$ cat src/inc/modem_pkg.sv
// Function
// RULE1 - Power-up: RTS input, CTS output, CTS asserted
// RULE2 - RTS and CTS asserted low, deasserted high
// RULE3 - Flow on: device asserts CTS when accepting
// RULE4 - Flow on: host asserts RTS when accepting
// RULE5 - Flow control enabled only by host packet
// RULE6 - Flow control disabled after reset
// RULE7 - Flow on, RTS deasserted: no new character
// RULE8 - Diagnostic port fixed at 115200 baud
// RULE9 - Power enable high keeps device on
// RULE10 - Host applies supply first, then power enable
// RULE11 - Host waits about 10 ms after supply
// RULE12 - Device toggles message_waiting once when ready
// RULE13 - message_waiting high while inbound queue nonempty
// RULE14 - message_waiting low only after queue cleared
// RULE15 - link_available high on valid downlink only
// RULE16 - Host powers down by dropping power enable
// RULE17 - Host empties pending messages before power-down
`default_nettype none

package modem_pkg;

    // ----------------------------------------
    // Timing
    // ----------------------------------------
    localparam int unsigned CLK_HZ             = 100_000_000;
    localparam int unsigned DIAG_BAUD          = 115_200;
    localparam int unsigned DIAG_BIT_CYCLES    = CLK_HZ / DIAG_BAUD;
    localparam int unsigned HOST_BAUD          = 115_200;
    localparam int unsigned HOST_BIT_CYCLES    = CLK_HZ / HOST_BAUD;
    localparam int unsigned BOOT_TIME_MS       = 5000;
    localparam int unsigned BOOT_CYCLES_DEF    = BOOT_TIME_MS * (CLK_HZ / 1000);
    localparam int unsigned READY_PULSE_US     = 100;
    localparam int unsigned READY_PULSE_CYCLES = READY_PULSE_US * (CLK_HZ / 1_000_000);
    localparam int unsigned SETTLE_TIME_MS     = 10;
    localparam int unsigned SETTLE_CYCLES_DEF  = SETTLE_TIME_MS * (CLK_HZ / 1000);

    // ----------------------------------------
    // Host command bytes
    // ----------------------------------------
    localparam logic [7:0] CMD_FLOW_ON     = 8'hF1;
    localparam logic [7:0] CMD_FLOW_OFF    = 8'hF0;
    localparam logic [7:0] CMD_QUEUE_CLEAR = 8'hF2;

    // ----------------------------------------
    // Reset values, queue limit and device states
    // ----------------------------------------
    localparam logic [3:0] DEV_SYNC_RESET  = 4'hE;
    localparam logic [3:0] HOST_SYNC_RESET = 4'h9;
    localparam logic [7:0] QUEUE_MAX       = 8'hFF;

    typedef enum logic [3:0] {
        ST_OFF   = 4'b0001,
        ST_BOOT  = 4'b0010,
        ST_READY = 4'b0100,
        ST_RUN   = 4'b1000
    } dev_state_e;

endpackage

`default_nettype wire

$ cat src/inc/modem_link_if.sv
`default_nettype none

interface modem_link_if;
    logic power_on_request;
    logic host_to_dev;
    logic dev_to_host;
    logic rts_n;
    logic cts_n;
    logic message_waiting;
    logic link_available;

    modport device (
        input  power_on_request,
        input  host_to_dev,
        input  rts_n,
        output dev_to_host,
        output cts_n,
        output message_waiting,
        output link_available
    );

    modport host (
        output power_on_request,
        output host_to_dev,
        output rts_n,
        input  dev_to_host,
        input  cts_n,
        input  message_waiting,
        input  link_available
    );
endinterface

`default_nettype wire

$ cat src/hdl/modem_device.sv
`default_nettype none

module modem_device #(
    parameter int unsigned BOOT_CYCLES = modem_pkg::BOOT_CYCLES_DEF
) (
    input  wire logic       clk_i,
    input  wire logic       rst_n_i,
    modem_link_if.device    link,
    input  wire logic       msg_arrived_i,
    input  wire logic       link_valid_i,
    input  wire logic       rx_ready_i,
    output logic [7:0]      rx_data_o,
    output logic            rx_valid_o,
    input  wire logic [7:0] tx_data_i,
    input  wire logic       tx_valid_i,
    output logic            tx_ready_o,
    input  wire logic       diag_rx_i,
    output logic            diag_tx_o,
    output logic [7:0]      diag_rx_data_o,
    output logic            diag_rx_valid_o,
    input  wire logic [7:0] diag_tx_data_i,
    input  wire logic       diag_tx_valid_i,
    output logic            diag_tx_ready_o,
    output logic [7:0]      queue_count_o
);

    // ----------------------------------------
    // Pin synchronisers {diag_rx, rts_n, rxd, power}
    // ----------------------------------------
    logic [3:0] pin_meta;
    logic [3:0] pin_sync;

    always_ff @(posedge clk_i) begin
        if (!rst_n_i) begin
            pin_meta <= modem_pkg::DEV_SYNC_RESET;
            pin_sync <= modem_pkg::DEV_SYNC_RESET;
        end else begin
            pin_meta <= {diag_rx_i, link.rts_n, link.host_to_dev, link.power_on_request};
            pin_sync <= pin_meta;
        end
    end

    wire power_s = pin_sync[0];
    wire rxd_s   = pin_sync[1];
    wire rts_n_s = pin_sync[2];
    wire diag_s  = pin_sync[3];

    // ----------------------------------------
    // Power state machine
    // ----------------------------------------
    modem_pkg::dev_state_e state;
    modem_pkg::dev_state_e next_state;
    logic [31:0]           phase_cnt;

    wire boot_done  = (phase_cnt == 32'(BOOT_CYCLES - 1));
    wire pulse_done = (phase_cnt == 32'(modem_pkg::READY_PULSE_CYCLES - 1));
    wire on         = (state != modem_pkg::ST_OFF);
    wire running    = (state == modem_pkg::ST_RUN);

    always_comb begin
        next_state = state;
        unique case (state)
            modem_pkg::ST_OFF: begin
                next_state = modem_pkg::ST_BOOT;
            end
            modem_pkg::ST_BOOT: begin
                if (boot_done) begin
                    next_state = modem_pkg::ST_READY;
                end
            end
            modem_pkg::ST_READY: begin
                if (pulse_done) begin
                    next_state = modem_pkg::ST_RUN;
                end
            end
            modem_pkg::ST_RUN: begin
                next_state = modem_pkg::ST_RUN;
            end
            default: begin
                next_state = modem_pkg::ST_OFF;
            end
        endcase
    end

    // Power enable low acts as reset and shuts everything down
    always_ff @(posedge clk_i) begin
        if (!rst_n_i || !power_s) begin // see RULE9
            state <= modem_pkg::ST_OFF;
        end else begin
            state <= next_state;
        end
    end

    always_ff @(posedge clk_i) begin
        if (!rst_n_i || !on || (next_state != state)) begin
            phase_cnt <= 32'h0000_0000;
        end else begin
            phase_cnt <= phase_cnt + 32'h0000_0001;
        end
    end

    // ----------------------------------------
    // Host serial lane
    // ----------------------------------------
    logic       host_tx;
    logic       host_busy;
    logic [7:0] host_byte;
    logic       host_byte_valid;
    logic       flow_en;

    wire tx_start = tx_valid_i && tx_ready_o;

    uart_lane #(
        .BIT_CYCLES (modem_pkg::HOST_BIT_CYCLES)
    ) u_host_lane (
        .clk_i      (clk_i),
        .rst_n_i    (rst_n_i),
        .en_i       (on),
        .rx_i       (rxd_s),
        .tx_o       (host_tx),
        .tx_data_i  (tx_data_i),
        .tx_start_i (tx_start),
        .tx_busy_o  (host_busy),
        .rx_data_o  (host_byte),
        .rx_valid_o (host_byte_valid)
    );

    // No new character while flow control holds us off
    assign tx_ready_o       = on && !host_busy && !(flow_en && rts_n_s); // see RULE7
    assign link.dev_to_host = on ? host_tx : 1'b0;

    // ----------------------------------------
    // Command decode
    // ----------------------------------------
    wire cmd_flow_on  = host_byte_valid && (host_byte == modem_pkg::CMD_FLOW_ON);
    wire cmd_flow_off = host_byte_valid && (host_byte == modem_pkg::CMD_FLOW_OFF);
    wire cmd_clear    = host_byte_valid && (host_byte == modem_pkg::CMD_QUEUE_CLEAR);
    wire is_cmd       = cmd_flow_on || cmd_flow_off || cmd_clear;

    // Flow control starts off and only a host packet turns it on
    always_ff @(posedge clk_i) begin
        if (!rst_n_i || !on) begin // see RULE6
            flow_en <= 1'b0;
        end else if (cmd_flow_on) begin // see RULE5
            flow_en <= 1'b1;
        end else if (cmd_flow_off) begin
            flow_en <= 1'b0;
        end
    end

    always_ff @(posedge clk_i) begin
        if (!rst_n_i || !on) begin
            rx_data_o  <= 8'h00;
            rx_valid_o <= 1'b0;
        end else begin
            rx_valid_o <= host_byte_valid && !is_cmd;
            if (host_byte_valid && !is_cmd) begin
                rx_data_o <= host_byte;
            end
        end
    end

    // CTS asserted from power-up; under flow control it follows our readiness
    assign link.cts_n = !on || (flow_en && !rx_ready_i); // see RULE1, RULE2, RULE3

    // ----------------------------------------
    // Inbound queue count, arrival wins over clear
    // ----------------------------------------
    always_ff @(posedge clk_i) begin
        if (!rst_n_i || !on) begin
            queue_count_o <= 8'h00;
        end else if (cmd_clear) begin // see RULE14
            queue_count_o <= msg_arrived_i ? 8'h01 : 8'h00;
        end else if (msg_arrived_i && (queue_count_o != modem_pkg::QUEUE_MAX)) begin
            queue_count_o <= queue_count_o + 8'h01;
        end
    end

    // ----------------------------------------
    // Status outputs
    // ----------------------------------------
    logic next_waiting;

    always_comb begin
        next_waiting = 1'b0;
        if (state == modem_pkg::ST_READY) begin
            next_waiting = 1'b1; // see RULE12
        end else if (running) begin
            next_waiting = (queue_count_o != 8'h00); // see RULE13, RULE14
        end
    end

    always_ff @(posedge clk_i) begin
        if (!rst_n_i || !on) begin
            link.message_waiting <= 1'b0;
            link.link_available  <= 1'b0;
        end else begin
            link.message_waiting <= next_waiting;
            link.link_available  <= link_valid_i; // see RULE15
        end
    end

    // ----------------------------------------
    // Diagnostic port
    // ----------------------------------------
    logic diag_tx;
    logic diag_busy;

    uart_lane #(
        .BIT_CYCLES (modem_pkg::DIAG_BIT_CYCLES) // see RULE8
    ) u_diag_lane (
        .clk_i      (clk_i),
        .rst_n_i    (rst_n_i),
        .en_i       (on),
        .rx_i       (diag_s),
        .tx_o       (diag_tx),
        .tx_data_i  (diag_tx_data_i),
        .tx_start_i (diag_tx_valid_i && diag_tx_ready_o),
        .tx_busy_o  (diag_busy),
        .rx_data_o  (diag_rx_data_o),
        .rx_valid_o (diag_rx_valid_o)
    );

    assign diag_tx_ready_o = on && !diag_busy;
    assign diag_tx_o       = on ? diag_tx : 1'b0;

endmodule

`default_nettype wire

$ cat src/hdl/uart_lane.sv
`default_nettype none

module uart_lane #(
    parameter int unsigned BIT_CYCLES = 868
) (
    input  wire logic       clk_i,
    input  wire logic       rst_n_i,
    input  wire logic       en_i,
    input  wire logic       rx_i,
    output logic            tx_o,
    input  wire logic [7:0] tx_data_i,
    input  wire logic       tx_start_i,
    output logic            tx_busy_o,
    output logic [7:0]      rx_data_o,
    output logic            rx_valid_o
);

    // ----------------------------------------
    // Transmitter: start, 8 data LSB first, stop
    // ----------------------------------------
    logic [9:0]  tx_sh;
    logic [3:0]  tx_bits;
    logic [15:0] tx_cnt;
    wire         tx_tick = (tx_cnt == 16'h0000);

    always_ff @(posedge clk_i) begin
        if (!rst_n_i || !en_i) begin
            tx_busy_o <= 1'b0;
            tx_sh     <= 10'h3FF;
            tx_bits   <= 4'h0;
            tx_cnt    <= 16'h0000;
        end else if (!tx_busy_o) begin
            if (tx_start_i) begin
                tx_busy_o <= 1'b1;
                tx_sh     <= {1'b1, tx_data_i, 1'b0};
                tx_bits   <= 4'hA;
                tx_cnt    <= 16'(BIT_CYCLES - 1);
            end
        end else if (tx_tick) begin
            tx_sh     <= {1'b1, tx_sh[9:1]};
            tx_bits   <= tx_bits - 4'h1;
            tx_cnt    <= 16'(BIT_CYCLES - 1);
            tx_busy_o <= (tx_bits != 4'h1);
        end else begin
            tx_cnt <= tx_cnt - 16'h0001;
        end
    end

    assign tx_o = tx_busy_o ? tx_sh[0] : 1'b1;

    // ----------------------------------------
    // Receiver: mid-bit sampling, false start rejected
    // ----------------------------------------
    logic        rx_busy;
    logic [7:0]  rx_sh;
    logic [3:0]  rx_bits;
    logic [15:0] rx_cnt;
    wire         rx_tick = (rx_cnt == 16'h0000);

    always_ff @(posedge clk_i) begin
        rx_valid_o <= 1'b0;
        if (!rst_n_i || !en_i) begin
            rx_busy   <= 1'b0;
            rx_sh     <= 8'h00;
            rx_bits   <= 4'h0;
            rx_cnt    <= 16'h0000;
            rx_data_o <= 8'h00;
        end else if (!rx_busy) begin
            if (!rx_i) begin
                rx_busy <= 1'b1;
                rx_bits <= 4'h0;
                rx_cnt  <= 16'(BIT_CYCLES / 2);
            end
        end else if (rx_tick) begin
            rx_cnt  <= 16'(BIT_CYCLES - 1);
            rx_bits <= rx_bits + 4'h1;
            if (rx_bits == 4'h0) begin
                rx_busy <= !rx_i;
            end else if (rx_bits == 4'h9) begin
                rx_busy    <= 1'b0;
                rx_valid_o <= rx_i;
                rx_data_o  <= rx_i ? rx_sh : rx_data_o;
            end else begin
                rx_sh <= {rx_i, rx_sh[7:1]};
            end
        end else begin
            rx_cnt <= rx_cnt - 16'h0001;
        end
    end

endmodule

`default_nettype wire

$ cat src/flat_wrapper.sv
// flat-port wrapper written by rule: the top's interface ports become plain ports
module modem_device_flat 
#(
    parameter int unsigned BOOT_CYCLES = modem_pkg::BOOT_CYCLES_DEF
)
  (clk_i, rst_n_i, msg_arrived_i, link_valid_i, rx_ready_i, rx_data_o, rx_valid_o, tx_data_i, tx_valid_i, tx_ready_o, diag_rx_i, diag_tx_o, diag_rx_data_o, diag_rx_valid_o, diag_tx_data_i, diag_tx_valid_i, diag_tx_ready_o, queue_count_o, link_power_on_request, link_host_to_dev, link_rts_n, link_dev_to_host, link_cts_n, link_message_waiting, link_link_available);
  modem_link_if link_i ();
  input  wire logic clk_i;
  input  wire logic rst_n_i;
  input  wire logic msg_arrived_i;
  input  wire logic link_valid_i;
  input  wire logic rx_ready_i;
  output logic [7:0] rx_data_o;
  output logic rx_valid_o;
  input  wire logic [7:0] tx_data_i;
  input  wire logic tx_valid_i;
  output logic tx_ready_o;
  input  wire logic diag_rx_i;
  output logic diag_tx_o;
  output logic [7:0] diag_rx_data_o;
  output logic diag_rx_valid_o;
  input  wire logic [7:0] diag_tx_data_i;
  input  wire logic diag_tx_valid_i;
  output logic diag_tx_ready_o;
  output logic [7:0] queue_count_o;
  input wire logic [$bits(link_i.power_on_request)-1:0] link_power_on_request;
  input wire logic [$bits(link_i.host_to_dev)-1:0] link_host_to_dev;
  input wire logic [$bits(link_i.rts_n)-1:0] link_rts_n;
  output wire logic [$bits(link_i.dev_to_host)-1:0] link_dev_to_host;
  output wire logic [$bits(link_i.cts_n)-1:0] link_cts_n;
  output wire logic [$bits(link_i.message_waiting)-1:0] link_message_waiting;
  output wire logic [$bits(link_i.link_available)-1:0] link_link_available;
  assign link_i.power_on_request = link_power_on_request;
  assign link_i.host_to_dev = link_host_to_dev;
  assign link_i.rts_n = link_rts_n;
  assign link_dev_to_host = link_i.dev_to_host;
  assign link_cts_n = link_i.cts_n;
  assign link_message_waiting = link_i.message_waiting;
  assign link_link_available = link_i.link_available;
  modem_device #(.BOOT_CYCLES(BOOT_CYCLES)) u_core (.clk_i(clk_i), .rst_n_i(rst_n_i), .link(link_i), .msg_arrived_i(msg_arrived_i), .link_valid_i(link_valid_i), .rx_ready_i(rx_ready_i), .rx_data_o(rx_data_o), .rx_valid_o(rx_valid_o), .tx_data_i(tx_data_i), .tx_valid_i(tx_valid_i), .tx_ready_o(tx_ready_o), .diag_rx_i(diag_rx_i), .diag_tx_o(diag_tx_o), .diag_rx_data_o(diag_rx_data_o), .diag_rx_valid_o(diag_rx_valid_o), .diag_tx_data_i(diag_tx_data_i), .diag_tx_valid_i(diag_tx_valid_i), .diag_tx_ready_o(diag_tx_ready_o), .queue_count_o(queue_count_o));
endmodule
$ cat config.mk
export PLATFORM = sky130hd
export DESIGN_NAME = modem_device_flat
export DESIGN_NICKNAME = d
export VERILOG_FILES = /design/src/inc/modem_pkg.sv /design/src/inc/modem_link_if.sv /design/src/hdl/modem_device.sv /design/src/hdl/uart_lane.sv /design/src/flat_wrapper.sv
export SDC_FILE = /design/constraint.sdc
export NUM_CORES = 1
export LEC_CHECK = 0
export ABC_AREA = 1
export BUFFER_PORTS_ARGS = -buffer_cell sky130_fd_sc_hd__buf_4
export CAP_MARGIN = 20
export CORE_UTILIZATION = 40
export CTS_CLUSTER_SIZE = 40
export DETAILED_ROUTE_END_ITERATION = 10
export GPL_TIMING_DRIVEN = 1
export SLEW_MARGIN = 20
export SYNTH_ARGS = -nofsm -noshare
export SYNTH_HDL_FRONTEND = slang
export SYNTH_SLANG_ARGS = --single-unit
export TNS_END_PERCENT = 20
$ cat constraint.sdc
create_clock -name clk_i -period 2.3 [get_ports clk_i]
set_input_delay 0.46 -clock clk_i [delete_from_list [all_inputs] [get_ports clk_i]]
set_output_delay 0.46 -clock clk_i [all_outputs]
set_load 0.02 [all_outputs]
==> results.txt <==
The post-detailed-route via-to-cell ratio was 4.85; the post-place instance area was 10800 um2. The type of destination of the critical path is a register. Power spread over the standard cell area amounts to 605 nW/um2.

The delay of the slowest cell on the worst path was 0.41 ns. The tool flagged a number of max-cap violations equal to 0. The clock latency of the later-clocked register in the worst-skew pair is 0.44 ns, and the remaining max-slew budget at the tightest pin is 62.1%. The number of synthesized flops with an enable pin was 0. The share of the Yosys chip area taken by registers is 39.7%.

The slowest stage of the critical path is the nor2_2 cell. The die covers 25900 um2. The count of cells in the finished layout, fillers not included, comes to 1859. Summing every instance area after synthesis gives 10100 um2. In this run the deepest clock path goes through 2 buffers. The area growth from synthesis to layout is 13.8%. The run finished with clean final reports. The core region is 24500 um2. In this design, the largest share of critical-path delay is due to simple AND/OR/NAND/NOR gates. A synthesized cell averages 6.88 um2. The number of placed instances, taps included, is 1827. For the number of nets in the layout, the log shows 1570. The run gives 0 as the remaining routing DRC violations. The total via count after detailed routing is 9016. The logs give 0.0122 ns for the worst clock skew and 1466 for the synthesized instance count. Buffers added to address setup during post-CTS repair amount to 0. The peak ir drop on the vdd network is 0.531 mV. The hold slack was 0.215 ns; the critical path buffer and inverter count was 4.

The CTS root buffer is clkbuf_16. The ratio of cells with drive above 1 in the final layout is 10.9%. In this run the tool buffered the top-level ports with 59 buffer cells. The worst path meets setup with 0.324 ns of slack.

Along the worst path, the maximum fanout reaches 16. The count of final max-slew check failures is 0. The final critical path time including I/O delays and setup is 1.98 ns. After synthesis, the most frequently instantiated cells are nand2_1 (355), nor2_1 (241), dfxtp_1 (200), inv_1 (153).

CTS built an H-tree with a depth of 4. Synthesis instantiated 46 different standard cells from the library. The final weighted congestion of routability-driven global placement was 0.872; the share of Yosys cell area claimed by the top area cell type was 39.7%. After clock tree synthesis, the clock-pin slew on the worst setup and hold paths is 0.07 ns.

The startpoint kind of the worst setup timing path is a register. After legalization and detailed placement, the total HPWL measured 16100 um. The number of routed nets with antenna violations was 0; the share of the clock period used by the worst path was 85.9%.

The post-synthesis net count was 1514. For this run, asynchronously set or reset flops after synthesis account for 0%. Most heavily used metal layer in global routing: met2. Among the stages of the critical path, the cell type that occurs most often is inv_1. For this run the aggregate overflow at the end of global routing stands at 0.

The number of global-route vias before repair was 8198. Before CTS, the worst setup slack after placement is 0.359 ns. The count of endpoints failing hold in the final timing report came out at 0. At the worst endpoint, the arrival time is 2.31 ns. For this design, the sink count on the clock tree is 200.

Adding up every negative setup slack in the final design gives 0 ns. The run gives 88 as the largest net degree at the start of global routing. Dividing the detail-routed wire length by the instance count gives 12.3 um. Yosys synthesis warning count: 0. From left edge to right edge, the die measures 161 um.

The met2 track demand over resource was 29.0%. The most common cell in the synthesized netlist is nand2_1. Effective utilization at floorplan: 41.1%. 0 antenna diodes ended up in the layout. Global routing consumed, on the met3 layer, 3.33% of the routing resources. Number of DRC markers after the initial detailed-route iteration: 557. The setup-violating endpoint count in the final report is 0. For this design the top-level I/O count stands at 60. The worst setup path is of the register to register kind. The synthesized design spends more area on one cell type than any other, namely dfxtp_1. Worst min-delay path class: input port to register. The logs give 22800 um for the post-detailed-routing wire length and 38900 um for the global-route wire length before repair.

TritonCTS built the clock tree. The data required time of the critical path came out at 2.63 ns. By area the synthesized netlist is led by dfxtp_1 (40%), nand2_1 (13%), nor2_1 (9.0%).

In this run, post-CTS repair resized a total of 0 instances. For this run, the leading register cell type out of synthesis is dfxtp_1. For the overall fraction of global-route tracks in use, the log shows 18.1%. For the number of buffers inserted for hold repair after clock tree synthesis, the log shows 0. Buffers inserted during clock tree synthesis total 17. The floorplan row count was 57; the upper clock frequency limit was 506 MHz. Synthesis inferred 200 register bits. The die outline height was 161 um; the number of antenna violations at the first check in global routing was 0. The length of the first detailed-routing pass in iterations came out at 5.

Setup repair after global routing left no endpoint under its margin. The signal on the critical path passes through inv_1 > ha_1 > inv_1 > nor2_1 > nand4_1 > nor2_2 > nor2_2 > nor2_4 > inv_2 > nand3_1 > nand2_1 > inv_1. Once layout is done, the placed cells without fillers occupy 11500 um2. For met1 alone, demand over resource in global routing was 25.5%. The leakage power figure was 4.75 nW; the transition at the pin with the smallest max-transition slack was 0.563 ns.
## registers in the layout, summed over array words and instances, names as in the netlist, 8 cells and up
signal and flops:
u_core.u_host_lane.rx_cnt 16, u_core.u_host_lane.rx_sh 8, u_core.u_diag_lane.tx_sh 9, u_core.queue_count_o 8, u_core.phase_cnt 32, u_core.u_host_lane.tx_sh 9, u_core.u_host_lane.tx_cnt 16, u_core.u_diag_lane.rx_cnt 16
u_core.rx_data_o 8, u_core.u_diag_lane.rx_sh 8, u_core.u_host_lane.rx_data_o 8, u_core.u_diag_lane.tx_cnt 16, u_core.u_diag_lane.rx_data_o 8
## stage by stage
stage,util [%],power [W]
floorplan,-,0.00374
CTS,46.8,0.00705
global placement,44.2,0.00383
global route,46.8,0.00724
detailed placement,44.2,0.00383
finish,46.8,0.00695
## per-layer routing
metal | wire (um) | vias up | share of wire [%]
met1 | 11700 | 4077 | 51
met5 | 0 | - | 0
met2 | 10100 | 150 | 44
met4 | 133 | 0 | 0.58
met3 | 854 | 8 | 3.7
li1 | - | 4781 | -
## report_power, final
group | switching, W | internal (W) | total [W]
clock network | 0.00144 | 0.00176 | 0.00321
registers | 0.00000861 | 0.00347 | 0.00348
logic | 0.000164 | 0.0000987 | 0.000263
## final cells by class
cell class / instances / area (um2)
repair buffers: 74 / 568
clock inverters: 15 / 211
inverters: 166 / 633
fillers: 2513 / 13100
well taps: 324 / 405
multi-input cells: 1063 / 5240
flip-flops and latches: 200 / 4000
clock buffers: 17 / 425
## worst min-delay path, stage by stage
cell,delay [ns]
buf_4,0.08
nand2_1,0.04
inv_1,0.04
## cell usage in the layout, fill, tap and decap left out, types with 3 or more instances in the layout
cell       count
dfxtp_1      200
nand3_1       87
a221oi_1       3
nor2_2        13
nand2_4        3
nand3_4        3
nand4_1       25
inv_1        153
nor2_1       241
nor4_1         3
a31oi_1       11
buf_4         73
clkinv_2       5
a21oi_1       87
xnor2_1       10
a211oi_1       3
inv_2          6
nand3b_1       3
clkinv_4       4
a21oi_2        3
inv_6          4
ha_1          21
or2_2         10
xor2_1        46
nor2_4         7
clkbuf_16     17
bufinv_16      3
nor3_1        37
nand3_2        3
nand2_1      355
o21ai_0       71
## cell families (layout without fill, tap and decap cells)
group | Yosys count | count (layout) | synth area share, %
flops | 200 | 200 | 39.7
fa+ha+maj | 21 | 21 | 2.60
xor+xnor | 56 | 56 | 4.86
buf+inv | 203 | 272 | 8.47
simple gates | 800 | 800 | 34.4
compound gates | 186 | 186 | 9.93
## worst paths after layout
kind | from | depth (start not counted) | slack [ns] | to
setup / recovery | u_core.u_host_lane.tx_cnt[0] | 12 | 0.32 | u_core.u_host_lane.tx_cnt[9]
setup reg to reg | u_core.u_host_lane.tx_cnt[0] | 12 | 0.32 | u_core.u_host_lane.tx_cnt[9]
hold / removal | link_power_on_request | 3 | 0.21 | u_core.pin_meta[0]
hold reg to reg | u_core.pin_meta[2] | 1 | 0.41 | u_core.pin_sync[2]
Note: power is estimated with default switching activity, not from simulation.
